===== config.mk =====
export PLATFORM = sky130hd
export DESIGN_NAME = ebbs_bank_switch
export DESIGN_NICKNAME = d
export VERILOG_FILES = /design/src/logic/ebbs_pkg.sv /design/src/logic/ebbs_sync2.sv /design/src/logic/ebbs_bank_switch.sv
export VERILOG_INCLUDE_DIRS = /design/src /design/src/logic
export SDC_FILE = /design/constraint.sdc
export NUM_CORES = 1
export LEC_CHECK = 0
export ABC_AREA = 1
export ABC_CLOCK_PERIOD_IN_PS = 2300
export BUFFER_PORTS_ARGS = -buffer_cell sky130_fd_sc_hd__buf_2
export CORE_ASPECT_RATIO = 1.75
export CORE_MARGIN = 4
export CORE_UTILIZATION = 53
export CTS_BUF_LIST = sky130_fd_sc_hd__clkbuf_4 sky130_fd_sc_hd__clkbuf_8
export DETAILED_ROUTE_END_ITERATION = 10
export PLACE_DENSITY = 0.88
export SLEW_MARGIN = 25
export SYNTH_ARGS = -nofsm -noshare
export SYNTH_HDL_FRONTEND = slang
export SYNTH_SLANG_ARGS = --single-unit
export TNS_END_PERCENT = 100

===== constraint.sdc =====
create_clock -name clk -period 2.3 [get_ports clk]
set_clock_uncertainty 0.1 [all_clocks]
set_input_delay 0 -clock clk [delete_from_list [all_inputs] [get_ports clk]]
set_output_delay 0 -clock clk [all_outputs]
set_load 0.1 [all_outputs]

===== src/logic/ebbs_cfg.svh =====
`ifndef EBBS_CFG_SVH
`define EBBS_CFG_SVH

// ******************************************
// control register layout and reset
// ******************************************
`define EBBS_CTL_W 16
`define EBBS_CTL_RESET 16'hF800
`define EBBS_CTL_WMASK 16'hF905
`define EBBS_BNK_HI 15
`define EBBS_BNK_LO 12
`define EBBS_TURN_BIT 11
`define EBBS_IPI_BIT 8
`define EBBS_KEEP_BIT 2
`define EBBS_OFF_BIT 0

// ******************************************
// apb byte addresses
// ******************************************
`define EBBS_AW 12
`define EBBS_ADR_CTLA 12'h000
`define EBBS_ADR_CTLB 12'h004
`define EBBS_ADR_STAT 12'h008
`define EBBS_ADR_CLR 12'h00C
`define EBBS_ADR_IEN 12'h010

// ******************************************
// event bits of status, clear and enable
// ******************************************
`define EBBS_EV_W 3
`define EBBS_EV_IPIA 0
`define EBBS_EV_IPIB 1
`define EBBS_EV_OFF 2

// ******************************************
// bus widths
// ******************************************
`define EBBS_ADDR_W 16
`define EBBS_PAGE_W 8
`define EBBS_BANK_W 4

`endif


===== src/logic/ebbs_pkg.sv =====
`include "ebbs_cfg.svh"
package ebbs_pkg;
   // bus sequencer states, gray along idle-gap-cycle
   typedef enum logic [1:0] {
      EBBS_IDLE = 2'h0,
      EBBS_GAP = 2'h1,
      EBBS_CYCLE = 2'h3,
      EBBS_OFF = 2'h2
   } ebbs_state_t;

   // address space of an external access
   typedef enum logic [1:0] {
      EBBS_SP_PROG = 2'h0,
      EBBS_SP_DATA = 2'h1,
      EBBS_SP_IO = 2'h2
   } ebbs_space_t;

   // complete state of the controller
   typedef struct packed {
      ebbs_state_t state;
      logic [`EBBS_CTL_W-1:0] ctlA;
      logic [`EBBS_CTL_W-1:0] ctlB;
      logic [`EBBS_EV_W-1:0] status;
      logic [`EBBS_EV_W-1:0] irqEn;
      logic [31:0] prdata;
      logic [`EBBS_BANK_W-1:0] prevBankP;
      logic [`EBBS_BANK_W-1:0] prevBankD;
      logic prevValidP;
      logic prevValidD;
      logic [`EBBS_PAGE_W-1:0] prevPage;
      logic lastRead;
      logic lastReadProg;
      logic [`EBBS_ADDR_W-1:0] addr;
      logic [`EBBS_PAGE_W-1:0] page;
      logic progStrobeN;
      logic dataStrobeN;
      logic ioStrobeN;
      logic readStrobeN;
      logic writeStrobeN;
      logic [15:0] dataOut;
      logic dataOe;
      logic subsysSel;
      logic ipiToB;
      logic ipiToA;
      logic [15:0] keeperLevel;
   } ebbs_regs_t;
endpackage


===== src/logic/ebbs_sync2.sv =====
`timescale 1ns/1ps
`default_nettype none
// ******************************************
// two flop synchroniser for pin inputs
// ******************************************
module ebbs_sync2 #(
   parameter int W = 16
) (
   input wire logic clk,
   input wire logic resetn,
   input wire logic [W-1:0] din,
   output logic [W-1:0] dout
);
   logic [W-1:0] meta_reg; // first stage, read only by dout

   // plain double register, reset to zero
   always_ff @(posedge clk) begin
      if (!resetn) begin
         meta_reg <= '0;
         dout <= '0;
      end else begin
         meta_reg <= din;
         dout <= meta_reg;
      end
   end
endmodule
`default_nettype wire


===== src/logic/ebbs_bank_switch.sv =====
// Local design decisions: the APB interface to the registers and the register addresses.
`timescale 1ns/1ps
`default_nettype none
`include "ebbs_cfg.svh"
module ebbs_bank_switch (
   input wire logic clk,
   input wire logic resetn,
   // apb slave
   input wire logic psel,
   input wire logic penable,
   input wire logic pwrite,
   input wire logic [`EBBS_AW-1:0] paddr,
   input wire logic [31:0] pwdata,
   output logic [31:0] prdata,
   output logic pready,
   output logic pslverr,
   // arbitration: high when subsystem b owns the bus
   input wire logic ownerB,
   // access request from the cores
   input wire logic reqValid,
   output logic reqReady,
   input wire ebbs_pkg::ebbs_space_t reqSpace,
   input wire logic reqRead,
   input wire logic [`EBBS_ADDR_W-1:0] reqAddr,
   input wire logic [`EBBS_PAGE_W-1:0] reqPage,
   input wire logic [15:0] reqWrData,
   input wire logic reqSubsys,
   // external bus
   output logic [`EBBS_ADDR_W-1:0] extAddr,
   output logic [`EBBS_PAGE_W-1:0] extPage,
   output logic progStrobeN,
   output logic dataStrobeN,
   output logic ioStrobeN,
   output logic readStrobeN,
   output logic writeStrobeN,
   output logic subsystemSelect,
   input wire logic [15:0] parallelDataPinsIn,
   output logic [15:0] parallelDataPinsOut,
   output logic parallelDataPinsOe,
   // bus keeper drive, weak in the pad
   output logic [15:0] keeperLevel,
   output logic keeperDrive,
   // mode bit write blocks per subsystem
   output logic modeLockA,
   output logic modeLockB,
   // interprocessor interrupt pulses and the level interrupt request
   output logic ipiToA,
   output logic ipiToB,
   output logic irq
);
   import ebbs_pkg::*;

   // ******************************************
   // helpers
   // ******************************************

   // mask a bank number with the current compare field, so a
   // change of bank size never counts as a crossing by itself
   function automatic logic [`EBBS_BANK_W-1:0] maskBank(
      input logic [`EBBS_BANK_W-1:0] b,
      input logic [`EBBS_CTL_W-1:0] ctl
   );
      maskBank = b & ctl[`EBBS_BNK_HI:`EBBS_BNK_LO];
   endfunction

   // masked bank number of an address
   function automatic logic [`EBBS_BANK_W-1:0] bankOf(
      input logic [`EBBS_ADDR_W-1:0] a,
      input logic [`EBBS_CTL_W-1:0] ctl
   );
      bankOf = maskBank(a[`EBBS_ADDR_W-1 -: `EBBS_BANK_W], ctl);
   endfunction

   // new value of a control copy after a write
   function automatic logic [`EBBS_CTL_W-1:0] ctlWrite(
      input logic [`EBBS_CTL_W-1:0] old,
      input logic [31:0] wd
   );
      // reserved bits keep their value
      ctlWrite = (old & ~`EBBS_CTL_WMASK) | (wd[`EBBS_CTL_W-1:0] & `EBBS_CTL_WMASK);
   endfunction

   // ******************************************
   // state
   // ******************************************
   ebbs_regs_t cur_reg; // registered state
   ebbs_regs_t cur_next; // next state
   logic [15:0] pinsSync; // synchronised data pins
   logic [`EBBS_CTL_W-1:0] govCtl; // governing copy
   logic [`EBBS_BANK_W-1:0] reqBank; // bank of request
   logic offNow; // bus off requested
   logic crossProg; // program bank or page crossing
   logic crossData; // data bank crossing
   logic turnNeed; // program/data read turnaround
   logic gapNeed; // any extra cycle needed
   logic canIssue; // sequencer may start a cycle
   logic accept; // request taken this cycle
   logic apbWrite; // apb write access phase
   logic apbSetup; // apb setup phase
   logic apbHit; // mapped address
   logic [`EBBS_EV_W-1:0] events; // event pulses this cycle

   // pins come from outside, two flops first
   ebbs_sync2 #(
      .W(16)
   ) u_pinSync (
      .clk(clk),
      .resetn(resetn),
      .din(parallelDataPinsIn),
      .dout(pinsSync)
   );
   // the keeper level thus lags the pins by three clocks

   // ******************************************
   // access decision
   // ******************************************

   // pick the copy of the arbitration winner
   always_comb begin
      govCtl = ownerB ? cur_reg.ctlB : cur_reg.ctlA;
      offNow = govCtl[`EBBS_OFF_BIT];
      reqBank = bankOf(reqAddr, govCtl);
   end

   // crossing and turnaround detection
   always_comb begin
      // program space: bank or page change
      crossProg = (reqSpace == EBBS_SP_PROG) && cur_reg.prevValidP &&
                  ((reqBank != maskBank(cur_reg.prevBankP, govCtl)) ||
                   (reqPage != cur_reg.prevPage));
      // data space: bank change only
      crossData = (reqSpace == EBBS_SP_DATA) && cur_reg.prevValidD &&
                  (reqBank != maskBank(cur_reg.prevBankD, govCtl));
      // read of one space after read of the other
      turnNeed = govCtl[`EBBS_TURN_BIT] && reqRead && cur_reg.lastRead &&
                 (reqSpace != EBBS_SP_IO) &&
                 (cur_reg.lastReadProg != (reqSpace == EBBS_SP_PROG));
      gapNeed = crossProg || crossData || turnNeed;
   end

   // handshake toward the cores; while the bus is off
   // every new request waits, the gap state excepted
   always_comb begin
      canIssue = ((cur_reg.state == EBBS_IDLE) || (cur_reg.state == EBBS_CYCLE)) && !offNow;
      // gap state always completes its held request
      accept = reqValid && ((cur_reg.state == EBBS_GAP) || (canIssue && !gapNeed));
      reqReady = accept;
   end

   // ******************************************
   // apb decode
   // ******************************************
   always_comb begin
      apbSetup = psel && !penable;
      apbWrite = psel && penable && pwrite;
      // every map entry is a single word
      apbHit = (paddr == `EBBS_ADR_CTLA) || (paddr == `EBBS_ADR_CTLB) ||
               (paddr == `EBBS_ADR_STAT) || (paddr == `EBBS_ADR_CLR) ||
               (paddr == `EBBS_ADR_IEN);
      // zero wait states: every access completes at once
      pready = 1'b1;
      pslverr = psel && penable && !apbHit;
   end

   // ******************************************
   // next state
   // ******************************************
   always_comb begin
      cur_next = cur_reg;
      events = '0;

      // register writes, taken in the access phase
      if (apbWrite) begin
         case (paddr)
            `EBBS_ADR_CTLA: begin
               cur_next.ctlA = ctlWrite(cur_reg.ctlA, pwdata);
            end
            `EBBS_ADR_CTLB: begin
               cur_next.ctlB = ctlWrite(cur_reg.ctlB, pwdata);
            end
            `EBBS_ADR_IEN: begin
               cur_next.irqEn = pwdata[`EBBS_EV_W-1:0];
            end
            default: begin
               // status read only, clear handled below
            end
         endcase
      end

      // a rising request bit sends one pulse, so a second
      // pulse needs the bit cleared and set again
      cur_next.ipiToB = !cur_reg.ctlA[`EBBS_IPI_BIT] && cur_next.ctlA[`EBBS_IPI_BIT];
      cur_next.ipiToA = !cur_reg.ctlB[`EBBS_IPI_BIT] && cur_next.ctlB[`EBBS_IPI_BIT];
      events[`EBBS_EV_IPIA] = cur_next.ipiToB;
      events[`EBBS_EV_IPIB] = cur_next.ipiToA;

      // read data latched in setup, shown in access
      if (apbSetup) begin
         case (paddr)
            `EBBS_ADR_CTLA: begin
               cur_next.prdata = {16'h0000, cur_reg.ctlA};
            end
            `EBBS_ADR_CTLB: begin
               cur_next.prdata = {16'h0000, cur_reg.ctlB};
            end
            `EBBS_ADR_STAT: begin
               cur_next.prdata = {29'h00000000, cur_reg.status};
            end
            `EBBS_ADR_IEN: begin
               cur_next.prdata = {29'h00000000, cur_reg.irqEn};
            end
            default: begin
               // clear register and unmapped read zero
               cur_next.prdata = 32'h00000000;
            end
         endcase
      end

      // sequencer; strobes inactive unless a cycle starts
      cur_next.progStrobeN = 1'b1;
      cur_next.dataStrobeN = 1'b1;
      cur_next.ioStrobeN = 1'b1;
      cur_next.readStrobeN = 1'b1;
      cur_next.writeStrobeN = 1'b1;
      cur_next.dataOe = 1'b0;
      case (cur_reg.state)
         EBBS_IDLE, EBBS_CYCLE: begin
            if (offNow) begin
               // the cycle in flight has now ended
               cur_next.state = EBBS_OFF;
               events[`EBBS_EV_OFF] = 1'b1;
            end else if (reqValid && gapNeed) begin
               // one idle bus cycle before the access
               cur_next.state = EBBS_GAP;
            end else if (accept) begin
               cur_next.state = EBBS_CYCLE;
            end else begin
               cur_next.state = EBBS_IDLE;
            end
         end
         EBBS_GAP: begin
            // the request held over the gap is taken now
            cur_next.state = reqValid ? EBBS_CYCLE : EBBS_IDLE;
         end
         EBBS_OFF: begin
            // address, data and strobes held inactive
            cur_next.addr = '0;
            cur_next.page = '0;
            // leave only when the governing copy clears the bit
            if (!offNow) begin
               cur_next.state = EBBS_IDLE;
            end
         end
         default: begin
            cur_next.state = EBBS_IDLE;
         end
      endcase

      // drive the new bus cycle
      if (accept) begin
         cur_next.addr = reqAddr;
         cur_next.page = reqPage;
         cur_next.progStrobeN = (reqSpace != EBBS_SP_PROG);
         cur_next.dataStrobeN = (reqSpace != EBBS_SP_DATA);
         // 64K word io space, own strobe
         cur_next.ioStrobeN = (reqSpace != EBBS_SP_IO);
         cur_next.readStrobeN = !reqRead;
         cur_next.writeStrobeN = reqRead;
         cur_next.dataOut = reqRead ? cur_reg.dataOut : reqWrData;
         cur_next.dataOe = !reqRead;
         // which subsystem makes the access
         cur_next.subsysSel = reqSubsys;
         // remember raw top bits per space for the next compare;
         // they are masked when compared, so a new size acts at once
         if (reqSpace == EBBS_SP_PROG) begin
            cur_next.prevBankP = reqAddr[`EBBS_ADDR_W-1 -: `EBBS_BANK_W];
            cur_next.prevPage = reqPage;
            cur_next.prevValidP = 1'b1;
         end else if (reqSpace == EBBS_SP_DATA) begin
            cur_next.prevBankD = reqAddr[`EBBS_ADDR_W-1 -: `EBBS_BANK_W];
            cur_next.prevValidD = 1'b1;
         end
         cur_next.lastRead = reqRead && (reqSpace != EBBS_SP_IO);
         cur_next.lastReadProg = (reqSpace == EBBS_SP_PROG);
      end

      // keeper level follows the synchronised pins every cycle
      cur_next.keeperLevel = pinsSync;

      // sticky status, a new event beats the clear
      // clear register drops the bits written as ones
      if (apbWrite && (paddr == `EBBS_ADR_CLR)) begin
         cur_next.status = (cur_reg.status & ~pwdata[`EBBS_EV_W-1:0]) | events;
      end else begin
         cur_next.status = cur_reg.status | events;
      end
   end

   // ******************************************
   // state register
   // ******************************************
   always_ff @(posedge clk) begin
      if (!resetn) begin
         // all fields clear first, then the nonzero ones
         cur_reg <= '0;
         cur_reg.state <= EBBS_IDLE;
         // bank compare all ones, turnaround on
         cur_reg.ctlA <= `EBBS_CTL_RESET;
         cur_reg.ctlB <= `EBBS_CTL_RESET;
         cur_reg.progStrobeN <= 1'b1;
         cur_reg.dataStrobeN <= 1'b1;
         cur_reg.ioStrobeN <= 1'b1;
         cur_reg.readStrobeN <= 1'b1;
         cur_reg.writeStrobeN <= 1'b1;
      end else begin
         cur_reg <= cur_next;
      end
   end

   // ******************************************
   // outputs
   // ******************************************
   always_comb begin
      prdata = cur_reg.prdata;
      extAddr = cur_reg.addr;
      extPage = cur_reg.page;
      progStrobeN = cur_reg.progStrobeN;
      dataStrobeN = cur_reg.dataStrobeN;
      ioStrobeN = cur_reg.ioStrobeN;
      readStrobeN = cur_reg.readStrobeN;
      writeStrobeN = cur_reg.writeStrobeN;
      subsystemSelect = cur_reg.subsysSel;
      parallelDataPinsOut = cur_reg.dataOut;
      parallelDataPinsOe = cur_reg.dataOe;
      // keeper only when enabled and the controller does not drive
      keeperLevel = cur_reg.keeperLevel;
      keeperDrive = govCtl[`EBBS_KEEP_BIT] && !cur_reg.dataOe;
      // mode bits of a subsystem frozen while its own copy has the off bit set
      modeLockA = cur_reg.ctlA[`EBBS_OFF_BIT];
      modeLockB = cur_reg.ctlB[`EBBS_OFF_BIT];
      ipiToA = cur_reg.ipiToA;
      ipiToB = cur_reg.ipiToB;
      // level interrupt while an enabled status bit is set
      irq = |(cur_reg.status & cur_reg.irqEn);
   end
endmodule
`default_nettype wire


==> results of run 1 <==
==> per-stage QoR <==
step | setup WS, ns | util | total power, mW | hold slack (ns) | instances
2_1_floorplan | 0.130 | - | 4.51 | -0.0311 | 911
3_3_place_gp | 0.450 | 0.580 | 4.62 | 0.0797 | 1139
3_5_place_dp | 0.365 | 0.580 | 4.65 | 0.0872 | 1139
4_1_cts | 0.0645 | 0.678 | 6.60 | 0.00329 | 1253
5_1_grt | 0.00244 | 0.683 | 6.92 | 0.0468 | 1257
6_report | 0.0961 | 0.684 | 6.62 | 0.0401 | 1258
==> worst max-delay path: stages <==
cell and delay (ns):
dlygate4sd3_1 0.54, buf_2 0.12, nand3_2 0.12, inv_2 0.10
nand4_1 0.20, o21ai_1 0.19, dlygate4sd3_1 0.56, a21oi_1 0.04
dlygate4sd3_1 0.56
==> cell usage in the layout (no fill, tap or decap), types with 2 or more instances in the layout <==
cell type      count
a211oi_1           2
a211oi_2           2
a21oi_1           27
a21oi_2            8
a22o_1             3
buf_12             2
buf_2            172
buf_4             12
clkbuf_8          17
clkinv_2           2
clkinvlp_4         3
conb_1            17
dfxtp_1          150
dfxtp_2            2
dlygate4sd3_1     82
ha_1               2
inv_1            119
inv_2              6
inv_6              6
inv_8              2
nand2_1          268
nand3_1           48
nand3_2            3
nand3b_1          16
nand4_1            4
nor2_1            58
nor2_2             4
nor2_4             3
nor3_1             2
nor4_1             2
o211ai_1          10
o21ai_0           18
o21ai_1            4
o22ai_1            5
==> repair_timing <==
item | CTS | global route
endpoints found under the setup margin | 0 | 2
setup buffers | 0 | 3
resized for setup | 0 | 5
endpoints found under the hold margin | 118 | 0
hold buffers | 82 | 0
==> layer usage <==
| metal | up-vias | global-route usage | routed length (µm) |
|---|---|---|---|
| met4 | 0 | 0.0887 | 386 |
| met3 | 35 | 0.0526 | 1040 |
| li1 | 3002 | - | - |
| met1 | 2673 | 0.242 | 6190 |
| met5 | - | 0 | 0 |
| met2 | 250 | 0.428 | 8890 |
==> power breakdown <==
part           switching, mW  internal (mW)  total [mW]
Sequential            0.0800           2.79        2.87
Combinational           1.45          0.443        1.89
Clock                   1.07          0.786        1.86
Total                   2.60           4.02        6.62
==> worst paths after layout <==
| kind | to | from | slack (ns) |
|---|---|---|---|
| min | cur_reg[122] | paddr[0] | 0.04 |
| max | cur_reg[118] | pwrite | 0.1 |
| max reg2reg | extAddr[2] | cur_reg[155] | 0.22 |
| min reg2reg | keeperLevel[7] | u_pinSync.dout[7] | 0.30 |
==> logic make-up (layout without fill, tap and decap cells) <==
group / after synthesis / in the layout / share of synthesized area
adder cells (fa/ha/maj): 2 / 2 / 0.00377
AND/OR/NAND/NOR: 412 / 412 / 0.264
AO/OA/AOI/OAI: 80 / 80 / 0.0729
other: 2 / 18 / 0.00113
flip-flops: 152 / 152 / 0.458
buffers and inverters: 247 / 428 / 0.199
XOR/XNOR: 1 / 1 / 0.00132
==> final cells by class <==
class                   instances  area share
clock buffers                  17      0.0282
clock inverters                15      0.0160
flip-flops and latches        152       0.367
inverters                     127      0.0578
well taps                     165      0.0249
repair buffers                269       0.221
multi-input cells             512       0.284
diodes                          1    0.000302
==> impl_metrics.json, run 1 <==
{
  "antenna_found_initial": 0,
  "wire_per_inst_um": 13.1,
  "drt-initial-drc-count": 298,
  "multi_input_area_um2": 2360,
  "p_leak_nw": 4.48,
  "synth_most_common_cell": "nand2_1",
  "register_area_um2": 3050,
  "post-route-period-util": 0.958,
  "grt_pass1_wl_um": 26500,
  "synthFlopType": "dfxtp_1",
  "cts_root_buf": "clkbuf_8",
  "core_area_um2": 12100,
  "ant_nets": 0,
  "outcome": "completed",
  "ys_top_cells_by_area": "dfxtp_1, nand2_1, buf_4",
  "cts_tree": "built",
  "netlist_top_cells_count": "nand2_1, dfxtp_1, inv_1",
  "maxSlewViolCount": 0,
  "synth_top_cell_area_share": 0.458,
  "final_layout_size_suffix_gt1_frac": 0.231,
  "viasPerCell": 4.74,
  "cp-end-kind": "flop",
  "synthArstFlopShare": 0,
  "path_class": "input port to flop",
  "grt_pass1_vias": 5706,
  "ys_ff_latch": 152,
  "fin_setup_tns_ns": 0,
  "start_kind": "input port",
  "synth-edff-count": 0,
  "htreeDepth": 4,
  "initial_utilization": 0.547,
  "vias": 5960,
  "area_growth_pct": 24.9,
  "max-clock-path-buffers": 2,
  "place_congestion": 0.928,
  "portBuffers": 174,
  "dp_hpwl_um": 10600,
  "postLayoutCellArea_um2": 8300,
  "min_path_type": "input port to flop",
  "final-setup-viol-count": 0,
  "fp.dieW_um": 92.6,
  "insertion_delay_ns": 0.43,
  "synth_top_area_cell": "dfxtp_1",
  "worst_pin_slew_ns": 0.538,
  "synthesis.area_um2": 6640,
  "placed_cell_area_um2": 7040,
  "netlist_instances": 896,
  "ys_types": 36,
  "drcViolationCount": 0,
  "grt_overflow_total": 0,
  "cts_buffers": 17,
  "slew_headroom": 0.641,
  "yosysSeqAreaShare": 0.458,
  "maxClockFrequency_mhz": 454,
  "rsz0062_at_grt": "no",
  "crit_arrival_ns": 2.43,
  "ir_worst_vdd_mv": 0.473,
  "holdPathStages": 5,
  "max_cap_viol_count": 0,
  "worstRegToRegCells": 10,
  "clkSinkCount": 152,
  "dr.pass1.iters": 4,
  "cts.clk_slew.worst_paths_ns": 0.09,
  "period_minus_slack_ns": 2.20,
  "rows": 53,
  "track_usage": 0.227,
  "cp_max_fo": 4,
  "largest_reg_flops": 42,
  "io_pins": 215,
  "final_nets": 1192,
  "yosysWarnings": 0,
  "totalWireLength_um": 16500,
  "die_area_um2": 14500,
  "hold_violations": 0,
  "p_per_area_nw_per_um2": 798,
  "required_ns": 2.53,
  "grt_max_degree": 57,
  "synth.avg_cell_area_um2": 7.41,
  "die_h_um": 156,
  "fill_cells": 930
}
Power figures use the tool's default switching activity.
==> run 2: changes to the inputs <==
- ABC_CLOCK_PERIOD_IN_PS: 2300 -> 2150
- clock period: 2.3 -> 2.15 ns (I/O delays scaled with it)
==> run 2 against run 1 <==
Effect of this change:
- clock power grew 17%
- core utilization grew 1.1 points
- count of clock-buffer cells in the layout up 4
- critical endpoint is now cur_reg[154]
- global-route usage increased by 1.8 points
- critical path depth up 3
==> impl_metrics.json, run 2 (same netlist as run 1, synthesis figures left out) <==
{
  "fin_ws_ns": 0.0612,
  "cts_root_buf": "clkbuf_8",
  "final_nets": 1202,
  "cts.clk_slew.worst_paths_ns": 0.08,
  "max_cap_viol_count": 0,
  "cts_tree": "built",
  "rows": 53,
  "place_congestion": 0.954,
  "vias": 6076,
  "p_leak_nw": 4.55,
  "die_area_um2": 14500,
  "hold_violations": 0,
  "max-clock-path-buffers": 2,
  "clkSinkCount": 152,
  "portBuffers": 174,
  "path_class": "input port to flop",
  "wire_per_inst_um": 13.7,
  "maxSlewViolCount": 0,
  "final-setup-viol-count": 0,
  "rsz0062_at_grt": "yes",
  "path_cells": "buf_2 > nor2_2 > nand3_2 > nor2_2 > inv_1 > nor2_1 > inv_2 > nor2_4 > nand2_1 > dlygate4sd3_1 > o211ai_1 > dlygate4sd3_1",
  "drcViolationCount": 0,
  "post-route-period-util": 0.972,
  "totalWireLength_um": 17300,
  "crit_arrival_ns": 2.37,
  "largest_reg_flops": 42,
  "critPathMaxStageDelay_ns": 0.58,
  "fin_cells": 1267,
  "final_layout_size_suffix_gt1_frac": 0.234,
  "cts_buffers": 17,
  "required_ns": 2.43,
  "min_path_type": "input port to flop",
  "pre_cts_ws_ns": 0.203,
  "ir_worst_vdd_mv": 0.460,
  "initial_utilization": 0.547,
  "crit_slowest_cell": "dlygate4sd3_1",
  "cp_top_family": "buffers and inverters",
  "cp-end-kind": "flop",
  "dp_hpwl_um": 10400,
  "insertion_delay_ns": 0.44,
  "p_per_area_nw_per_um2": 867,
  "outcome": "completed",
  "io_pins": 215,
  "worst_pin_slew_ns": 0.561,
  "drt-initial-drc-count": 296,
  "dr.pass1.iters": 5,
  "cp_max_fo": 6,
  "core_area_um2": 12100,
  "postLayoutCoreUtil": 0.694,
  "fp.dieW_um": 92.6,
  "wl_met3_um": 1220,
  "grt_pass1_vias": 6145,
  "period_minus_slack_ns": 2.09,
  "start_kind": "input port",
  "ant_nets": 0,
  "worstRegToRegCells": 9,
  "die_h_um": 156,
  "layout_common_cells": "nand2_1, buf_2, dfxtp_1",
  "layout_commonest_cell": "nand2_1",
  "antenna_found_initial": 1,
  "grt_pass1_wl_um": 28500,
  "wirelength_met1_um": 6250,
  "slew_headroom": 0.625,
  "grt_max_degree": 57,
  "wl_met2_um": 9280,
  "area_growth_pct": 26.9,
  "track_usage": 0.246,
  "maxClockFrequency_mhz": 479,
  "grt_overflow_total": 0,
  "top_layer_used": "met4",
  "htreeDepth": 4,
  "place_inst": 1139,
  "holdPathStages": 5,
  "path_buf_inv": 5,
  "cp.depth": 12,
  "viasPerCell": 4.80
}
-- run 2: changes by cell type in the layout (fill, tap and decap cells not counted), moves of 2 or more --
cell and delta:
clkbuf_8 +3, inv_8 -2, dfxtp_1 -2, buf_4 +5
inv_6 -4, bufinv_16 +2, dfxtp_2 +2, dlygate4sd3_1 +5
-- run 2: power by group --
| part | internal (mW) | switching (mW) | total, mW |
|---|---|---|---|
| clock | 1.13 | 1.04 | 2.17 |
| sequential | 2.99 | 0.0894 | 3.08 |
| combinational | 0.503 | 1.56 | 2.06 |
| total | 4.63 | 2.68 | 7.31 |
-- run 2: worst paths after layout --
check,slack (ns),start,endpoint
setup / recovery,0.06,paddr[7],cur_reg[154]
hold / removal,0.04,paddr[6],cur_reg[119]
setup reg to reg,0.15,modeLockA,parallelDataPinsOut[5]
hold reg to reg,0.30,u_pinSync.meta_reg[0],u_pinSync.dout[0]
-- run 2: layer usage --
metal / vias to the layer above / GRT usage
li1: 3021 / -
met1: 2715 / 0.253
met2: 287 / 0.457
met3: 53 / 0.0594
met4: 0 / 0.122
met5: - / 0
-- run 2: cell type report --
type / count / area, µm²
Antenna cell: 1 / 2.50
Clock buffer: 21 / 283
Clock inverter: 10 / 118
Fill cell: 897 / 3710
Inverter: 127 / 479
Multi-Input combinational cell: 512 / 2360
Sequential cell: 152 / 3050
Tap cell: 165 / 206
Timing Repair Buffer: 279 / 1930
-- run 2: repair_timing --
item	4_1_cts	5_1_grt
resized for setup	0	5
gates cloned	1	0
endpoints found under the hold margin	118	0
hold buffers	87	0
pin swaps	0	4
setup endpoints to repair	1	9
buffers inserted	0	8
-- run 2: worst register-to-register path, stage by stage, from the launching register on --
cell       delay, ns
dfxtp_2         0.34
o21ai_0         0.32
nand3_1         0.17
inv_1           0.10
nand3_2         0.10
nand2_4         0.15
buf_4           0.14
bufbuf_16       0.29
a21oi_1         0.09
nor2_1          0.13
-- run 2: metrics by stage --
stage	power (mW)	hold slack (ns)	setup TNS, ns	instance area [µm²]
2_1_floorplan	4.83	-0.0311	-0.0201	6710
3_3_place_gp	4.94	0.0808	0	7040
3_5_place_dp	4.97	0.0841	0	7040
4_1_cts	7.29	0.00194	0	8350
5_1_grt	7.62	0.0584	-0.0614	8430
6_report	7.31	0.0396	0	8430
==> run 3: changes to the inputs <==
- PLACE_DENSITY: 0.88 -> 0.87
- SYNTH_HIERARCHICAL: unset -> 1
==> run 3 against run 2 <==
Effect of this change:
- total power up 0.70%
- sequential cell count unchanged
- first-iteration DRC count down 27%
- core utilization down 0.48 points
- critical endpoint is now pslverr
==> impl_metrics.json, run 3 <==
{
  "track_usage": 0.235,
  "synth_most_common_cell": "nand2_1",
  "cts_root_buf": "clkbuf_8",
  "dp_hpwl_um": 10800,
  "drt-initial-drc-count": 216,
  "ys_types": 33,
  "cts_tree": "built",
  "max_cap_viol_count": 0,
  "p_per_area_nw_per_um2": 849,
  "vias": 6306,
  "initial_utilization": 0.543,
  "cts_buffers": 17,
  "clkSinkCount": 152,
  "synth-edff-count": 0,
  "synthFlopType": "dfxtp_1",
  "grt_pass1_wl_um": 27800,
  "fin_ws_ns": 0.0696,
  "fill_cells": 926,
  "largest_reg_flops": 42,
  "ys_top_cells_by_area": "dfxtp_1, nand2_1, buf_4",
  "required_ns": 2.05,
  "p_leak_nw": 4.81,
  "outcome": "completed",
  "ir_worst_vdd_mv": 0.493,
  "viasPerCell": 4.79,
  "slew_headroom": 0.662,
  "totalWireLength_um": 17700,
  "netlist_instances": 945,
  "synth_top_area_cell": "dfxtp_1",
  "worst_pin_slew_ns": 0.511,
  "portBuffers": 174,
  "final_layout_size_suffix_gt1_frac": 0.230,
  "die_area_um2": 14800,
  "grt_overflow_total": 0,
  "period_minus_slack_ns": 2.08,
  "synthArstFlopShare": 0,
  "start_kind": "input port",
  "fp.dieW_um": 93.8,
  "yosysSeqAreaShare": 0.446,
  "pre_cts_ws_ns": 0.246,
  "cts.clk_slew.worst_paths_ns": 0.09,
  "maxClockFrequency_mhz": 481,
  "max-clock-path-buffers": 2,
  "path_class": "input port to primary output",
  "yosysWarnings": 6,
  "cp-end-kind": "primary output",
  "hold_violations": 0,
  "postLayoutCoreUtil": 0.689,
  "die_h_um": 158,
  "final-setup-viol-count": 0,
  "htreeDepth": 4,
  "post-route-period-util": 0.968,
  "antenna_found_initial": 0,
  "ant_nets": 0,
  "layout_commonest_cell": "nand2_1",
  "layout_common_cells": "nand2_1, buf_2, inv_1",
  "drcViolationCount": 0,
  "synth_top_cell_area_share": 0.446,
  "rows": 54,
  "netlist_top_cells_count": "nand2_1, inv_1, dfxtp_1",
  "cp_max_fo": 7,
  "dr.pass1.iters": 5,
  "maxSlewViolCount": 0,
  "synth.avg_cell_area_um2": 7.22,
  "grt_max_degree": 70,
  "wire_per_inst_um": 13.4,
  "insertion_delay_ns": 0.44,
  "grt_pass1_vias": 6113,
  "ys_ff_latch": 152,
  "place_congestion": 0.910,
  "io_pins": 215,
  "final_nets": 1248,
  "core_area_um2": 12600,
  "crit_arrival_ns": 1.98,
  "area_growth_pct": 26.9,
  "min_path_type": "input port to flop",
  "synthesis.area_um2": 6830
}
## run 3: logic make-up after synthesis
kind of cell | count (synthesis) | share of synthesized area
compound gates | 94 | 0.0784
xor+xnor | 2 | 0.00257
buf+inv | 290 | 0.222
fa+ha+maj | 2 | 0.00367
simple gates | 403 | 0.247
flops | 152 | 0.446
other cells | 2 | 0.00110
## run 3: final timing paths
path	slack (ns)	end	startpoint	depth (start not counted)
worst max register to register	0.13	writeStrobeN	cur_reg[154]	14
worst max-delay path	0.07	pslverr	paddr[1]	9
worst min-delay path	0.07	cur_reg[155]	ownerB	4
worst min register to register	0.32	keeperLevel[11]	u_pinSync/dout[11]	2
## run 3: per-layer routing
layer	GRT usage	part of all wire
met3	0.0471	0.051
met5	0	0
met4	0.134	0.035
met1	0.241	0.36
met2	0.436	0.55
## run 3: metrics by stage
step	power, mW	instance area [µm²]	instances	setup TNS [ns]	hold slack (ns)
6_report	7.36	8660	1317	0	0.0704
5_1_grt	7.68	8660	1316	-0.0965	0.0673
2_1_floorplan	4.85	6900	960	-0.0201	-0.0310
4_1_cts	7.35	8560	1313	0	0.0317
3_5_place_dp	5.03	7240	1189	0	0.0842
3_3_place_gp	5.00	7240	1189	0	0.0808
## run 3: layout make-up
type,instances,area [µm²],area share
antenna,1,2.50,0.000289
clock buffer,18,241,0.0279
clock inverter,14,154,0.0178
inverter,166,623,0.0719
multi-input combinational,518,2400,0.277
sequential,152,3060,0.353
tap,168,210,0.0243
timing repair buffer,280,1970,0.228
## run 3: report_power, final
part	internal, mW	total [mW]	switching [mW]
Clock	0.981	2.18	1.20
Combinational	0.516	2.11	1.59
Sequential	2.99	3.07	0.0812
## run 3: worst max-delay path, stage by stage
cell,delay [ns]
dlygate4sd3_1,0.52
buf_2,0.13
nor2_2,0.06
nand3_2,0.14
nor2_4,0.07
inv_1,0.30
nand4_1,0.17
a211oi_2,0.21
clkbuf_4,0.37
## run 3: what timing repair did
action	CTS	global route
resized for setup	1	30
endpoints found under the hold margin	123	0
hold buffers	90	0
pin swaps	1	9
setup buffers	2	3
setup endpoints to repair	1	74
